[src/hdl/bam_pkg.sv]
// Constants, register map and types for the bank address mapper.
// Assumes one clock domain and a plain byte-addressed register port.
//
// Notes on behaviour
// - Each local area's logical range is fixed; no register moves it.
// - With under 16 Mbytes unexpanded, reset leaves every address untranslated.
// - Area 0 register: enable bit 7, bank bits 2..0 drive address 22..20.
// - Area 1 register: enable bit 7, bank bits 2..0 drive address 23..21.
// - Area 2 register: enable bit 7, bank bits 2..0 drive address 23..21.
// - Area 3 register: enable bit 7, bank bits 4..0 drive address 26..22.
// - Enabled area hit drives bank number plus in-area offset onto the pins.
// - Area 0 decodes upper byte 10..1F hex, 1-Mbyte banks.
// - Area 1 decodes upper byte 40..5F hex, 2-Mbyte banks.
// - Area 2 decodes upper byte C0..DF hex; E00000..FFFFFF stays untranslated.
// - Area 3 decodes upper byte 80..BF hex, 4-Mbyte banks.
package bam_pkg;

    localparam int LA_W     = 24;
    localparam int PA_W     = 27;
    localparam int REG_AW   = 9;
    localparam int REG_DW   = 8;
    localparam int BANK_W   = 5;
    localparam int AREAS    = 4;
    localparam int DATA_CS  = 4;

    // Register offsets
    localparam logic [REG_AW-1:0] OFF_AREA0  = 9'h1D0;
    localparam logic [REG_AW-1:0] OFF_AREA1  = 9'h1D1;
    localparam logic [REG_AW-1:0] OFF_AREA2  = 9'h1D2;
    localparam logic [REG_AW-1:0] OFF_AREA3  = 9'h1D3;
    localparam logic [REG_AW-1:0] OFF_STATUS = 9'h1D4;

    // Field layout and reset values
    localparam int                ENABLE_BIT = 7;
    localparam logic [BANK_W-1:0] BANK3_MASK = 5'h07;
    localparam logic [BANK_W-1:0] BANK5_MASK = 5'h1F;
    localparam logic [REG_DW-1:0] REG_RESET  = 8'h00;

    // Fixed logical area tags on the upper address bits
    localparam logic [3:0] AREA0_TAG   = 4'h1;
    localparam logic [2:0] AREA1_TAG   = 3'h2;
    localparam logic [2:0] AREA2_TAG   = 3'h6;
    localparam logic [1:0] AREA3_TAG   = 2'h2;
    localparam int         AREA0_SHIFT = 20;
    localparam int         AREA1_SHIFT = 21;
    localparam int         AREA2_SHIFT = 21;
    localparam int         AREA3_SHIFT = 22;

    // Area 3 bank bits that choose the data chip select
    localparam int CS_SEL_LSB = 3;

    typedef enum logic [2:0] {
        AREA_NONE = 3'b000,
        AREA_0    = 3'b001,
        AREA_1    = 3'b010,
        AREA_2    = 3'b011,
        AREA_3    = 3'b100
    } bam_area_t;

endpackage : bam_pkg

[src/hdl/bam_mapper.sv]
// Bank address mapper: four bank-select registers and the logical to
// physical address translation that drives the external address pins.
// Assumes the CPU logical address comes from logic on the same clock.
//
// Design decision made here: strobed register access.
module bam_mapper (
    // Clock and reset
    input  wire logic                        clk,
    input  wire logic                        rst,
    // Register port
    input  wire logic [bam_pkg::REG_AW-1:0]  reg_addr,
    input  wire logic [bam_pkg::REG_DW-1:0]  reg_wdata,
    input  wire logic                        reg_wr,
    input  wire logic                        reg_rd,
    output logic      [bam_pkg::REG_DW-1:0]  reg_rdata,
    // CPU logical address
    input  wire logic [bam_pkg::LA_W-1:0]    cpu_addr,
    // External address pins
    output logic      [bam_pkg::LA_W-1:0]    ext_addr,
    output logic                             extended_addr_bit24,
    output logic                             extended_addr_bit25,
    output logic                             extended_addr_bit26,
    // Area 3 data memory chip selects
    output logic      [bam_pkg::DATA_CS-1:0] data_cs_n,
    // Translation status
    output bam_pkg::bam_area_t               mapped_area
);

    // Bank number in place, offset bits kept below the shift
    function automatic logic [bam_pkg::PA_W-1:0] bam_splice(
        input logic [bam_pkg::BANK_W-1:0] bank,
        input logic [bam_pkg::LA_W-1:0]   la,
        input int                         shift
    );
        logic [bam_pkg::PA_W-1:0] base;
        logic [bam_pkg::PA_W-1:0] mask;
        base = {22'h000000, bank} << shift;
        mask = (27'h0000001 << shift) - 27'h0000001;
        return base | ({3'h0, la} & mask);
    endfunction : bam_splice

    // Register state
    logic [bam_pkg::AREAS-1:0]  enable_q;
    logic [bam_pkg::BANK_W-1:0] bank_q [bam_pkg::AREAS];
    logic [bam_pkg::REG_DW-1:0] rdata_q;

    // Output state
    logic [bam_pkg::PA_W-1:0]    phys_q;
    logic [bam_pkg::PA_W-1:0]    phys_d;
    logic [bam_pkg::DATA_CS-1:0] cs_n_q;
    logic [bam_pkg::DATA_CS-1:0] cs_n_d;
    bam_pkg::bam_area_t          area_q;
    bam_pkg::bam_area_t          area_d;

    // Register port decode
    wire logic                        sel_area0  = (reg_addr == bam_pkg::OFF_AREA0);
    wire logic                        sel_area1  = (reg_addr == bam_pkg::OFF_AREA1);
    wire logic                        sel_area2  = (reg_addr == bam_pkg::OFF_AREA2);
    wire logic                        sel_area3  = (reg_addr == bam_pkg::OFF_AREA3);
    wire logic                        sel_status = (reg_addr == bam_pkg::OFF_STATUS);
    wire logic [bam_pkg::AREAS-1:0]   sel_area   = {sel_area3, sel_area2,
                                                    sel_area1, sel_area0};
    wire logic [bam_pkg::BANK_W-1:0]  wr_bank    = reg_wdata[bam_pkg::BANK_W-1:0];
    wire logic                        wr_enable  = reg_wdata[bam_pkg::ENABLE_BIT];

    // Areas 0..2 hold three bank bits; area 3 holds five
    wire logic [bam_pkg::BANK_W-1:0]  bank_mask [bam_pkg::AREAS] = '{
        bam_pkg::BANK3_MASK, bam_pkg::BANK3_MASK,
        bam_pkg::BANK3_MASK, bam_pkg::BANK5_MASK
    };

    // Read mux; unused and unmapped bits read as zero
    logic [bam_pkg::REG_DW-1:0] rd_area [bam_pkg::AREAS];
    logic [bam_pkg::REG_DW-1:0] rd_mux;

    always_comb begin
        for (int i = 0; i < bam_pkg::AREAS; i++) begin
            rd_area[i] = {enable_q[i], 2'h0, bank_q[i]};
        end
        rd_mux = 8'h00;
        for (int i = 0; i < bam_pkg::AREAS; i++) begin
            if (sel_area[i]) begin
                rd_mux = rd_area[i];
            end
        end
        if (sel_status) begin
            rd_mux = {5'h00, area_q};
        end
    end

    // Bank registers; all clear on reset so nothing translates until set
    always_ff @(posedge clk) begin
        if (rst) begin
            for (int i = 0; i < bam_pkg::AREAS; i++) begin
                enable_q[i] <= bam_pkg::REG_RESET[bam_pkg::ENABLE_BIT];
                bank_q[i]   <= bam_pkg::REG_RESET[bam_pkg::BANK_W-1:0];
            end
        end else if (reg_wr) begin
            for (int i = 0; i < bam_pkg::AREAS; i++) begin
                if (sel_area[i]) begin
                    enable_q[i] <= wr_enable;
                    bank_q[i]   <= wr_bank & bank_mask[i];
                end
            end
        end
    end

    // Read data stands only in the cycle after the strobe
    always_ff @(posedge clk) begin
        if (rst) begin
            rdata_q <= 8'h00;
        end else if (reg_rd) begin
            rdata_q <= rd_mux;
        end else begin
            rdata_q <= 8'h00;
        end
    end

    // Fixed area decode; no register touches these comparisons
    wire logic hit_area0 = (cpu_addr[23:20] == bam_pkg::AREA0_TAG);
    wire logic hit_area1 = (cpu_addr[23:21] == bam_pkg::AREA1_TAG);
    wire logic hit_area2 = (cpu_addr[23:21] == bam_pkg::AREA2_TAG);
    wire logic hit_area3 = (cpu_addr[23:22] == bam_pkg::AREA3_TAG);

    // Translated candidates for each area
    wire logic [bam_pkg::PA_W-1:0] xl_area0 =
        bam_splice(bank_q[0], cpu_addr, bam_pkg::AREA0_SHIFT);
    wire logic [bam_pkg::PA_W-1:0] xl_area1 =
        bam_splice(bank_q[1], cpu_addr, bam_pkg::AREA1_SHIFT);
    wire logic [bam_pkg::PA_W-1:0] xl_area2 =
        bam_splice(bank_q[2], cpu_addr, bam_pkg::AREA2_SHIFT);
    wire logic [bam_pkg::PA_W-1:0] xl_area3 =
        bam_splice(bank_q[3], cpu_addr, bam_pkg::AREA3_SHIFT);
    wire logic [bam_pkg::PA_W-1:0] passthru = {3'h0, cpu_addr};

    // Area 3 chip select from bank number in groups of eight
    wire logic [1:0] cs_index = bank_q[3][bam_pkg::BANK_W-1:bam_pkg::CS_SEL_LSB];

    // Areas never overlap, so order here is only for form
    always_comb begin
        phys_d = passthru;
        cs_n_d = '1;
        area_d = bam_pkg::AREA_NONE;
        if (hit_area0 && enable_q[0]) begin
            phys_d = xl_area0;
            area_d = bam_pkg::AREA_0;
        end else if (hit_area1 && enable_q[1]) begin
            phys_d = xl_area1;
            area_d = bam_pkg::AREA_1;
        end else if (hit_area2 && enable_q[2]) begin
            phys_d = xl_area2;
            area_d = bam_pkg::AREA_2;
        end else if (hit_area3 && enable_q[3]) begin
            phys_d = xl_area3;
            area_d = bam_pkg::AREA_3;
            cs_n_d[cs_index] = 1'b0;
        end
    end

    // Pins come from flops: one cycle from logical address to pins
    always_ff @(posedge clk) begin
        if (rst) begin
            phys_q <= 27'h0000000;
            cs_n_q <= '1;
            area_q <= bam_pkg::AREA_NONE;
        end else begin
            phys_q <= phys_d;
            cs_n_q <= cs_n_d;
            area_q <= area_d;
        end
    end

    assign reg_rdata           = rdata_q;
    assign ext_addr            = phys_q[bam_pkg::LA_W-1:0];
    assign extended_addr_bit24 = phys_q[24];
    assign extended_addr_bit25 = phys_q[25];
    assign extended_addr_bit26 = phys_q[26];
    assign data_cs_n           = cs_n_q;
    assign mapped_area         = area_q;

endmodule : bam_mapper

[config.mk]
export PLATFORM = sky130hd
export DESIGN_NAME = bam_mapper
export DESIGN_NICKNAME = d
export VERILOG_FILES = /design/src/hdl/bam_pkg.sv /design/src/hdl/bam_mapper.sv
export SDC_FILE = /design/constraint.sdc
export NUM_CORES = 1
export LEC_CHECK = 0
export BUFFER_PORTS_ARGS = -buffer_cell sky130_fd_sc_hd__buf_4
export CAP_MARGIN = 5
export CORE_MARGIN = 4
export CORE_UTILIZATION = 30
export DETAILED_ROUTE_END_ITERATION = 6
export PLACE_DENSITY = 0.55
export SYNTH_ARGS = -nofsm -noshare
export SYNTH_HDL_FRONTEND = slang
export SYNTH_SLANG_ARGS = --single-unit
[constraint.sdc]
create_clock -name clk -period 1.34 [get_ports clk]
set_clock_uncertainty 0.05 [all_clocks]
set_input_delay 0.134 -clock clk [delete_from_list [all_inputs] [get_ports clk]]
set_output_delay 0.134 -clock clk [all_outputs]
set_load 0.02 [all_outputs]
==> results.py, run 1 <==
metrics = {
    "placed_design": {
        "place_ws_ns": -0.1320,
        "gp_congestion": 0.8768,
        "port_buffers": 82,
        "placed_cell_area_sq_mm": 0.003104,
        "hpwl_mm": 4.235,
    },
    "logic_synthesis": {
        "synth_warnings": 0,
        "postSynthCellCount": 194,
        "synth_cell_types": 39,
        "synth_xor_area_share_pct": 0,
        "synth_compound_gate_area_share_pct": 4.306,
        "synth_area_sq_mm": 0.002237,
        "synth-simple-area-share_pct": 28.58,
        "synth.area.mux_share_pct": 6.264,
        "synth_edf_count": 14,
        "synth_top_family_by_area": "simple AND/OR/NAND/NOR gates",
        "avgSynthCellArea_sq_um": 11.53,
        "synth_fa_ha_area_share_pct": 0,
        "yosysSeqAreaShare_pct": 58.17,
        "ys_ff_latch": 58,
        "async_flop_share_pct": 0,
        "synth_ff_type": "dfxtp_1",
    },
    "power_and_ir_drop": {
        "total_power_mw": 3.850,
        "p_per_area_mw_per_mm2": 1099,
        "vdd_drop_max_mv": 0.5385,
        "leakage_nw": 1.537,
    },
    "critical_path": {
        "crit_path_start_kind": "flip-flop",
        "worst-endpoint-required_ns": 1.50,
        "worst-path-max-fanout": 2,
        "arrival_ns": 1.42,
        "end_kind": "flip-flop",
        "crit_type": "reg -> reg",
    },
    "routing": {
        "wl_per_cell_um": 13.58,
        "wl_mm": 5.784,
        "drc_errors": 0,
        "drt_first_pass_iters": 5,
        "via_count": 1901,
        "drt_first_iter_violations": 78,
        "vias_per_cell": 4.462,
        "ant_nets": 0,
    },
    "floorplan": {
        "core_sq_mm": 0.007253,
        "top_level_ports": 87,
        "fp.dieW_um": 94.36,
        "num_rows": 31,
        "initial_core_util_pct": 30.84,
        "chipHeight_um": 94.36,
        "dieArea_sq_mm": 0.008903,
    },
    "final_layout": {
        "insertedDiodeCount": 0,
        "final.fill_count": 695,
        "drive_above_1_share_pct": 40.37,
        "nets": 367,
        "multi_input_area_sq_um": 887.1,
        "regArea_sq_mm": 0.001301,
        "areaGrowthSynthToFinish_pct": 56.60,
        "post-route-cell-area_sq_mm": 0.003503,
        "final_common_cell": "buf_4",
        "final_cell_mix": "buf_4 (105), dfxtp_1 (44), nor2b_1 (23), dlygate4sd3_1 (21), edfxtp_1 (14)",
    },
    "cts": {
        "clockBufferDepth": 2,
        "cts_tree": "built",
        "cts_max_level": 3,
        "cts.clk_slew.worst_paths_ns": 0.07,
        "numCtsBuffers": 9,
        "insertion_delay_ns": 0.33,
        "clock-root-buffer": "clkbuf_8",
        "cts_sinks": 58,
    },
    "sta": {
        "fin_ws_ns": 0.07599,
        "hold_ws_ns": 0.02226,
        "hold_viol": 0,
        "fin_tns_setup_ns": 0,
        "finalCritPeriodShare_pct": 94.33,
        "rsz0062_at_grt": "false",
        "clock.fmax_mhz": 791.1,
        "setup_viol": 0,
        "finalCriticalPeriod_ns": 1.264,
        "maxSlewViolCount": 0,
    },
    "run": {
        "maxCapViolations": 0,
    },
    "grt": {
        "grt_overflow": 0,
        "grt_pass1_wl_mm": 9.163,
        "grt_max_degree": 24,
        "grtUsageTotal_pct": 13.86,
        "grt_pass1_vias": 1939,
        "antenna_found_initial": 0,
    },
    "run_status": {
        "status": "finished clean",
    },
    "worst_hold_path": {
        "min-delay-path-class": "in -> reg",
    },
}
synth_stat cells (2+ instances only):
library cell	instances	share of area, %
dfxtp_1	44	39
nor2b_1	23	6.4
edfxtp_1	14	19
nand2b_1	13	3.6
and3_1	11	3.1
nand2_1	7	1.2
and2_1	6	1.7
mux2_2	6	3.0
o22ai_1	6	1.7
clkbuf_1	5	0.84
mux2i_1	5	2.2
nor3_1	5	1.1
nand3_1	4	0.89
nand4_1	4	1.1
nor2_1	4	0.67
buf_2	3	0.67
nor3b_1	3	1.0
a21oi_1	2	0.45
a31oi_1	2	0.56
and3b_1	2	0.78
buf_4	2	0.67
inv_1	2	0.34
nand4b_1	2	0.78
nor4_1	2	0.56
nor4b_2	2	1.3
o21ai_0	2	0.45
routing by layer:
layer / part of all wire [%] / GRT usage [%] / up-vias
met5: 0 / 0 / -
met4: 1.1 / 6.258 / 0
met3: 11 / 6.773 / 6
met2: 48 / 21.81 / 91
met1: 39 / 15.88 / 858
li1: - / - / 946
power by group:
group	internal [mW]	switching, mW
sequential	1.85	0.0230
combinational	0.251	0.199
clock	0.842	0.685
total	2.94	0.907
state kept, by name (all words and copies together), names as in the netlist:
register / cells
bank_q: 14
phys_q: 27
enable_q: 4
reg_rdata: 6
mapped_area: 3
data_cs_n: 4
per-stage QoR:
| stage | utilization, % | std cells |
|---|---|---|
| 2_1_floorplan | - | 195 |
| 3_3_place_gp | 42.80 | 389 |
| 3_5_place_dp | 42.80 | 389 |
| 4_1_cts | 48.30 | 426 |
| 5_1_grt | 48.30 | 426 |
| 6_report | 48.30 | 426 |
worst max-delay path, stage by stage (launching register included):
cell and delay, ns:
edfxtp_1 0.40, or4b_4 0.49, o311ai_1 0.08, a31oi_1 0.13
layout make-up:
| type | instances | area share (%) |
|---|---|---|
| Multi-Input combinational cell | 125 | 25.32 |
| Clock buffer | 10 | 3.643 |
| Inverter | 2 | 0.2143 |
| Tap cell | 99 | 3.536 |
| Clock inverter | 6 | 1.643 |
| Sequential cell | 58 | 37.14 |
| Timing Repair Buffer | 126 | 28.50 |
worst paths after layout:
kind                                    from                        end  slack (ns)  cells past startpoint
setup reg to reg  bank_q[1][1]$_SDFFCE_PN0P_      phys_q[22]$_SDFF_PP0_        0.08                      3
hold reg to reg   bank_q[3][2]$_SDFFCE_PN0P_      phys_q[24]$_SDFF_PP0_        0.44                      1
setup / recovery  bank_q[1][1]$_SDFFCE_PN0P_      phys_q[22]$_SDFF_PP0_        0.08                      3
hold / removal                  cpu_addr[20]  mapped_area[0]$_SDFF_PP0_        0.02                      3
cell families (layout without fill, tap and decap cells):
kind of cell / after synthesis / in the layout
muxes: 12 / 12
and+or+nand+nor: 96 / 96
DFF: 58 / 58
AOI/OAI and AO/OA: 15 / 15
other: 1 / 2
buffers and inverters: 12 / 144
timing repair:
action,in CTS,in global routing
endpoints found under the setup margin,1,0
hold buffers,21,0
endpoints found under the hold margin,21,0
gates resized for setup,2,0
setup buffers,0,0
Power figures use the tool's default switching activity.
==> inputs of run 2 (changes only) <==
ABC_AREA = 1   (was default)
PLACE_DENSITY = 0.54   (was 0.55)
==> run 2 against run 1 <==
  * Largest power group unchanged
  * Sequential share of layout area decreased by 0.70 points
  * Die area grew 3.6%
  * Sequential cell count unchanged
  * Final area is 1.9% higher
==> results.py, run 2 <==
metrics = {
    "run_status": {
        "status": "finished clean",
    },
    "final_layout": {
        "top_register": "phys_q",
        "utilization_pct": 48.20,
        "final_common_cell": "buf_4",
        "insertedDiodeCount": 0,
        "areaGrowthSynthToFinish_pct": 53.61,
        "final_cells": 488,
        "largest_reg_flops": 27,
        "final_cell_mix": "buf_4 (97), inv_1 (51), nor2_1 (47), dfxtp_1 (44), nand2_1 (29)",
        "nets": 429,
        "final.fill_count": 721,
        "drive_above_1_share_pct": 33.93,
    },
    "power_and_ir_drop": {
        "p_per_area_mw_per_mm2": 1153,
        "combPwrFrac_pct": 10.5,
        "power_frac_clock_pct": 44.1,
        "p_switching_uw": 997.0,
        "swShare_pct": 24.21,
        "total_power_mw": 4.118,
        "leakage_nw": 1.776,
        "vdd_drop_max_mv": 0.4463,
        "pwr-share-seq_pct": 45.4,
        "power.internal_mw": 3.121,
    },
    "routing": {
        "vias_per_cell": 4.279,
        "ant_nets": 0,
        "drc_errors": 0,
        "drt_first_iter_violations": 134,
        "via_count": 2088,
        "wl_mm": 6.175,
        "wl_per_cell_um": 12.65,
        "drt_first_pass_iters": 4,
    },
    "placed_design": {
        "placed_cells": 450,
        "hpwl_mm": 4.636,
        "gp_congestion": 0.8576,
        "port_buffers": 82,
    },
    "sta": {
        "clock.fmax_mhz": 799.7,
        "finalCritPeriodShare_pct": 93.32,
        "finalCriticalPeriod_ns": 1.250,
        "hold_ws_ns": 0.05993,
        "maxSlewViolCount": 0,
        "hold_viol": 0,
        "rsz0062_at_grt": "false",
        "fin_tns_setup_ns": 0,
        "setup_viol": 0,
    },
    "logic_synthesis": {
        "synth.area.mux_share_pct": 0,
        "synth_ff_type": "dfxtp_1",
        "post-synth-top-area-fraction_pct": 37.89,
        "synth_compound_gate_area_share_pct": 5.113,
        "synth-simple-area-share_pct": 27.83,
        "postSynthCellCount": 262,
        "synth_top_cell_by_area": "dfxtp_1",
        "synth_edf_count": 14,
        "ys_ff_latch": 58,
        "synth.most_common_cell": "inv_1",
        "synth_cell_types": 33,
        "synth_top_family_by_area": "simple AND/OR/NAND/NOR gates",
        "synth_area_sq_mm": 0.002325,
        "yosysSeqAreaShare_pct": 55.97,
        "synth_xor_area_share_pct": 0,
        "async_flop_share_pct": 0,
        "synth_fa_ha_area_share_pct": 0,
        "avgSynthCellArea_sq_um": 8.873,
        "synthTopCellsByArea": "dfxtp_1 (38%), edfxtp_1 (18%), inv_1 (8.2%), nor2_1 (7.6%), nand2_1 (4.7%)",
        "netlist_top_cells_count": "inv_1 (51), nor2_1 (47), dfxtp_1 (44), nand2_1 (29), nand3_1 (20)",
        "synth_warnings": 0,
    },
    "critical_path": {
        "critPathLaunch": "rst",
        "rr_startpoint": "enable_q[0]$_SDFFE_PP0P_",
        "worst-endpoint-required_ns": 1.31,
        "end_kind": "flip-flop",
        "arrival_ns": 1.22,
        "worst-path-max-fanout": 6,
        "crit_type": "in -> reg",
        "crit_path_start_kind": "primary input",
    },
    "cts": {
        "cts_sinks": 58,
        "hold_buffers": 22,
        "clock-root-buffer": "clkbuf_8",
        "insertion_delay_ns": 0.33,
        "postCtsSetupBuffers": 0,
        "cts_tree": "built",
        "clockBufferDepth": 2,
        "cts_resized": 0,
        "numCtsBuffers": 9,
        "cts.clk_slew.worst_paths_ns": 0.07,
        "cts_max_level": 3,
    },
    "grt": {
        "grt_max_degree": 13,
        "grt_overflow": 0,
        "use_met3_pct": 3.362,
        "grt_pass1_wl_mm": 9.384,
        "grt.busiest_layer": "met2",
        "grtUsageTotal_pct": 13.68,
        "grtUsageMet1_pct": 17.03,
        "antenna_found_initial": 0,
        "grt_use_met2_pct": 21.97,
        "grt_pass1_vias": 1928,
    },
    "worst_hold_path": {
        "min-delay-path-class": "in -> reg",
        "min_from": "reg_wdata[3]",
    },
    "run": {
        "maxCapViolations": 0,
    },
    "floorplan": {
        "dieArea_sq_mm": 0.009222,
        "core_sq_mm": 0.007408,
        "num_rows": 31,
        "chipHeight_um": 96.03,
        "fp.dieW_um": 96.03,
        "initial_core_util_pct": 31.38,
        "top_level_ports": 87,
    },
}
[run 2: final timing paths]
path | cells past startpoint | endpoint | slack (ns)
min | 3 | bank_q[3][3]$_SDFFCE_PN0P_ | 0.06
max reg2reg | 6 | phys_q[22]$_SDFF_PP0_ | 0.17
min reg2reg | 1 | data_cs_n[3]$_SDFF_PP1_ | 0.38
max | 5 | bank_q[3][4]$_SDFFCE_PN0P_ | 0.09
[run 2: cells by family after synthesis]
family	count (synthesis)
AND/OR/NAND/NOR	121
other	1
buffers and inverters	62
AO/OA/AOI/OAI	20
flip-flops	58
[run 2: cell type report]
class / instances / area, sq um / share of cell area, %
clock buffers: 9 / 123.9 / 3.469
clock inverters: 7 / 98.84 / 2.768
multi-input cells: 143 / 773.2 / 21.65
flip-flops and latches: 58 / 1301 / 36.44
repair buffers: 119 / 948.4 / 26.56
inverters: 53 / 201.4 / 5.641
well taps: 99 / 123.9 / 3.469
[run 2: critical path, stage by stage]
cell           delay [ns]
dlygate4sd3_1        0.53
buf_4                0.15
inv_1                0.06
buf_4                0.16
nand2_1              0.19
[run 2: power by group through the flow]
stage,combinational (mW),clock (mW),sequential (mW)
final,0.431,1.82,1.87
after global routing,0.467,1.93,1.87
after CTS,0.435,1.87,1.87
after detailed placement,0.382,0,1.91
after global placement,0.379,0,1.91
after floorplan,0.130,0,1.95
[run 2: stage by stage]
step	setup WS (ns)	instance area, sq um
6_report	0.08953	3571
5_1_grt	0.04083	3571
4_1_cts	0.09547	3571
3_5_place_dp	-0.09345	3128
3_3_place_gp	-0.05284	3128
2_1_floorplan	0.02296	2328
[run 2: metal layers]
metal | routed length, um | up-vias | part of all wire, %
met5 | 0 | - | 0
met4 | 118 | 0 | 1.9
met3 | 415 | 11 | 6.7
met2 | 3101 | 63 | 50
met1 | 2540 | 947 | 41
li1 | - | 1067 | -
==> inputs of run 3 (changes only) <==
CORE_UTILIZATION = 44   (was 30)
PLACE_DENSITY = 0.75   (was 0.54)
REMOVE_ABC_BUFFERS = 1   (was default)
clock period = 1 ns   (was 1.34 ns; I/O delays follow)
==> run 3 against run 2 <==
  * The run now ends with negative setup slack left
  * Non-clock buffer count is 19 higher
  * Hold slack got worse by 0.022 ns
  * Total power up 34%
  * Utilization is 28 points higher
  * Worst setup slack got worse by 0.15 ns
  * Clock-buffer cell count up 4
  * Sequential power up 34%
  * Clock power is 30% higher
  * Via count increased by 5.1%
  * Die area shrank 29%
==> results.py, run 3 (same netlist as run 2, synthesis figures left out) <==
metrics = {
    "sta": {
        "fin_ws_ns": -0.06466,
        "finalCriticalPeriod_ns": 1.065,
        "maxSlewViolCount": 0,
        "clock.fmax_mhz": 939.3,
        "setup_viol": 5,
        "rsz0062_at_grt": "true",
        "hold_viol": 0,
        "fin_tns_setup_ns": -0.1477,
        "finalCritPeriodShare_pct": 106.5,
    },
    "power_and_ir_drop": {
        "leakage_nw": 1.912,
        "total_power_mw": 5.515,
        "vdd_drop_max_mv": 0.8767,
        "p_per_area_mw_per_mm2": 1425,
    },
    "routing": {
        "vias_per_cell": 4.590,
        "ant_nets": 0,
        "drc_errors": 0,
        "wl_per_cell_um": 13.75,
        "drt_first_pass_iters": 5,
        "wl_mm": 6.572,
        "via_count": 2194,
        "drt_first_iter_violations": 125,
    },
    "cts": {
        "clockBufferDepth": 2,
        "clock-root-buffer": "clkbuf_8",
        "insertion_delay_ns": 0.33,
        "cts_sinks": 58,
        "numCtsBuffers": 9,
        "cts_max_level": 3,
        "cts_tree": "built",
        "cts.clk_slew.worst_paths_ns": 0.07,
    },
    "placed_design": {
        "hpwl_mm": 4.598,
        "gp_congestion": 0.8413,
        "placed_cell_area_sq_mm": 0.003189,
        "port_buffers": 82,
    },
    "final_layout": {
        "final_cell_mix": "buf_4 (110), inv_1 (43), dfxtp_1 (41), nor2_1 (39), dlygate4sd3_1 (22)",
        "areaGrowthSynthToFinish_pct": 66.47,
        "utilization_pct": 75.77,
        "nets": 448,
        "top_register": "phys_q",
        "post-route-cell-area_sq_mm": 0.003870,
        "final_common_cell": "buf_4",
        "largest_reg_flops": 27,
        "final.fill_count": 360,
        "insertedDiodeCount": 0,
        "drive_above_1_share_pct": 46.57,
    },
    "grt": {
        "grt_pass1_vias": 2049,
        "grt_max_degree": 21,
        "grt_pass1_wl_mm": 9.646,
        "antenna_found_initial": 0,
        "grtUsageTotal_pct": 19.73,
        "grt_overflow": 0,
    },
    "floorplan": {
        "dieArea_sq_mm": 0.006510,
        "initial_core_util_pct": 45.52,
        "num_rows": 26,
        "core_sq_mm": 0.005107,
        "fp.dieW_um": 80.69,
        "chipHeight_um": 80.69,
        "top_level_ports": 87,
    },
    "critical_path": {
        "crit_path_start_kind": "flip-flop",
        "crit_type": "reg -> reg",
        "worst-endpoint-required_ns": 1.21,
        "end_kind": "flip-flop",
        "worst-path-max-fanout": 3,
        "arrival_ns": 1.28,
    },
    "run_status": {
        "violations": "negative setup slack",
        "status": "finished with violations",
    },
    "worst_hold_path": {
        "min-delay-path-class": "in -> reg",
    },
    "run": {
        "maxCapViolations": 0,
    },
}
## run 3: changes by cell type in the layout (fill, tap and decap cells not counted), sizes merged
| cell | change |
|---|---|
| buf | +19 |
| bufinv | -1 |
| inv | -3 |
| clkbuf | +4 |
## run 3: final cells by class
type,count,area [sq um],share of cell area (%)
tap,70,87.58,2.263
inverter,53,206.4,5.335
clock buffer,13,180.2,4.656
clock inverter,3,43.79,1.132
multi-input combinational,143,924.6,23.89
timing repair buffer,138,1122,29.00
sequential,58,1305,33.72
## run 3: path summary, 6_finish.rpt
check                                             endpoint                       start  cells after the start  slack (ns)
worst min-delay path            bank_q[3][3]$_SDFFCE_PN0P_                reg_wdata[3]                      3        0.04
worst max-delay path                 phys_q[21]$_SDFF_PP0_    enable_q[0]$_SDFFE_PP0P_                      6       -0.06
worst max register to register       phys_q[21]$_SDFF_PP0_    enable_q[0]$_SDFFE_PP0P_                      6       -0.06
worst min register to register     data_cs_n[3]$_SDFF_PP1_  bank_q[3][4]$_SDFFCE_PN0P_                      1        0.38
## run 3: timing repair
| item | CTS | global route |
|---|---|---|
| pin swaps | 8 | 18 |
| resized for setup | 18 | 41 |
| hold buffers | 22 | 0 |
| endpoints found under the hold margin | 24 | 0 |
| setup buffers | 0 | 6 |
| gates cloned | 0 | 0 |
| setup endpoints to repair | 22 | 37 |
## run 3: per-stage QoR
stage	hold WS [ns]	setup slack, ns	std cells
finish	0.03809	-0.06466	478
global route	0.04125	-0.1269	478
CTS	0.006243	-0.05007	472
detailed placement	0.2584	-0.4079	434
global placement	0.2492	-0.3613	434
floorplan	0.1191	-0.3538	254
## run 3: metal layers
| metal | up-vias | part of all wire [%] | global-route usage (%) | wire [um] |
|---|---|---|---|---|
| li1 | 1099 | - | - | - |
| met1 | 1007 | 37 | 24.49 | 2446 |
| met2 | 80 | 55 | 33.28 | 3591 |
| met3 | 8 | 6.3 | 2.915 | 415 |
| met4 | 0 | 1.8 | 9.628 | 119 |
| met5 | - | 0 | 0 | 0 |
## run 3: worst max-delay path, cell delays in order (launching register included)
cell and delay, ns:
dfxtp_2 0.33, inv_2 0.05, nor3_4 0.21, nand2_2 0.10
inv_2 0.07, nand2_2 0.05, a21oi_2 0.14
## run 3: power breakdown
part | internal, mW | leakage (nW) | switching (mW) | total, mW
logic | 0.317 | 1.30 | 0.330 | 0.648
clock network | 1.44 | 0.115 | 0.917 | 2.36
registers | 2.48 | 0.496 | 0.0329 | 2.51
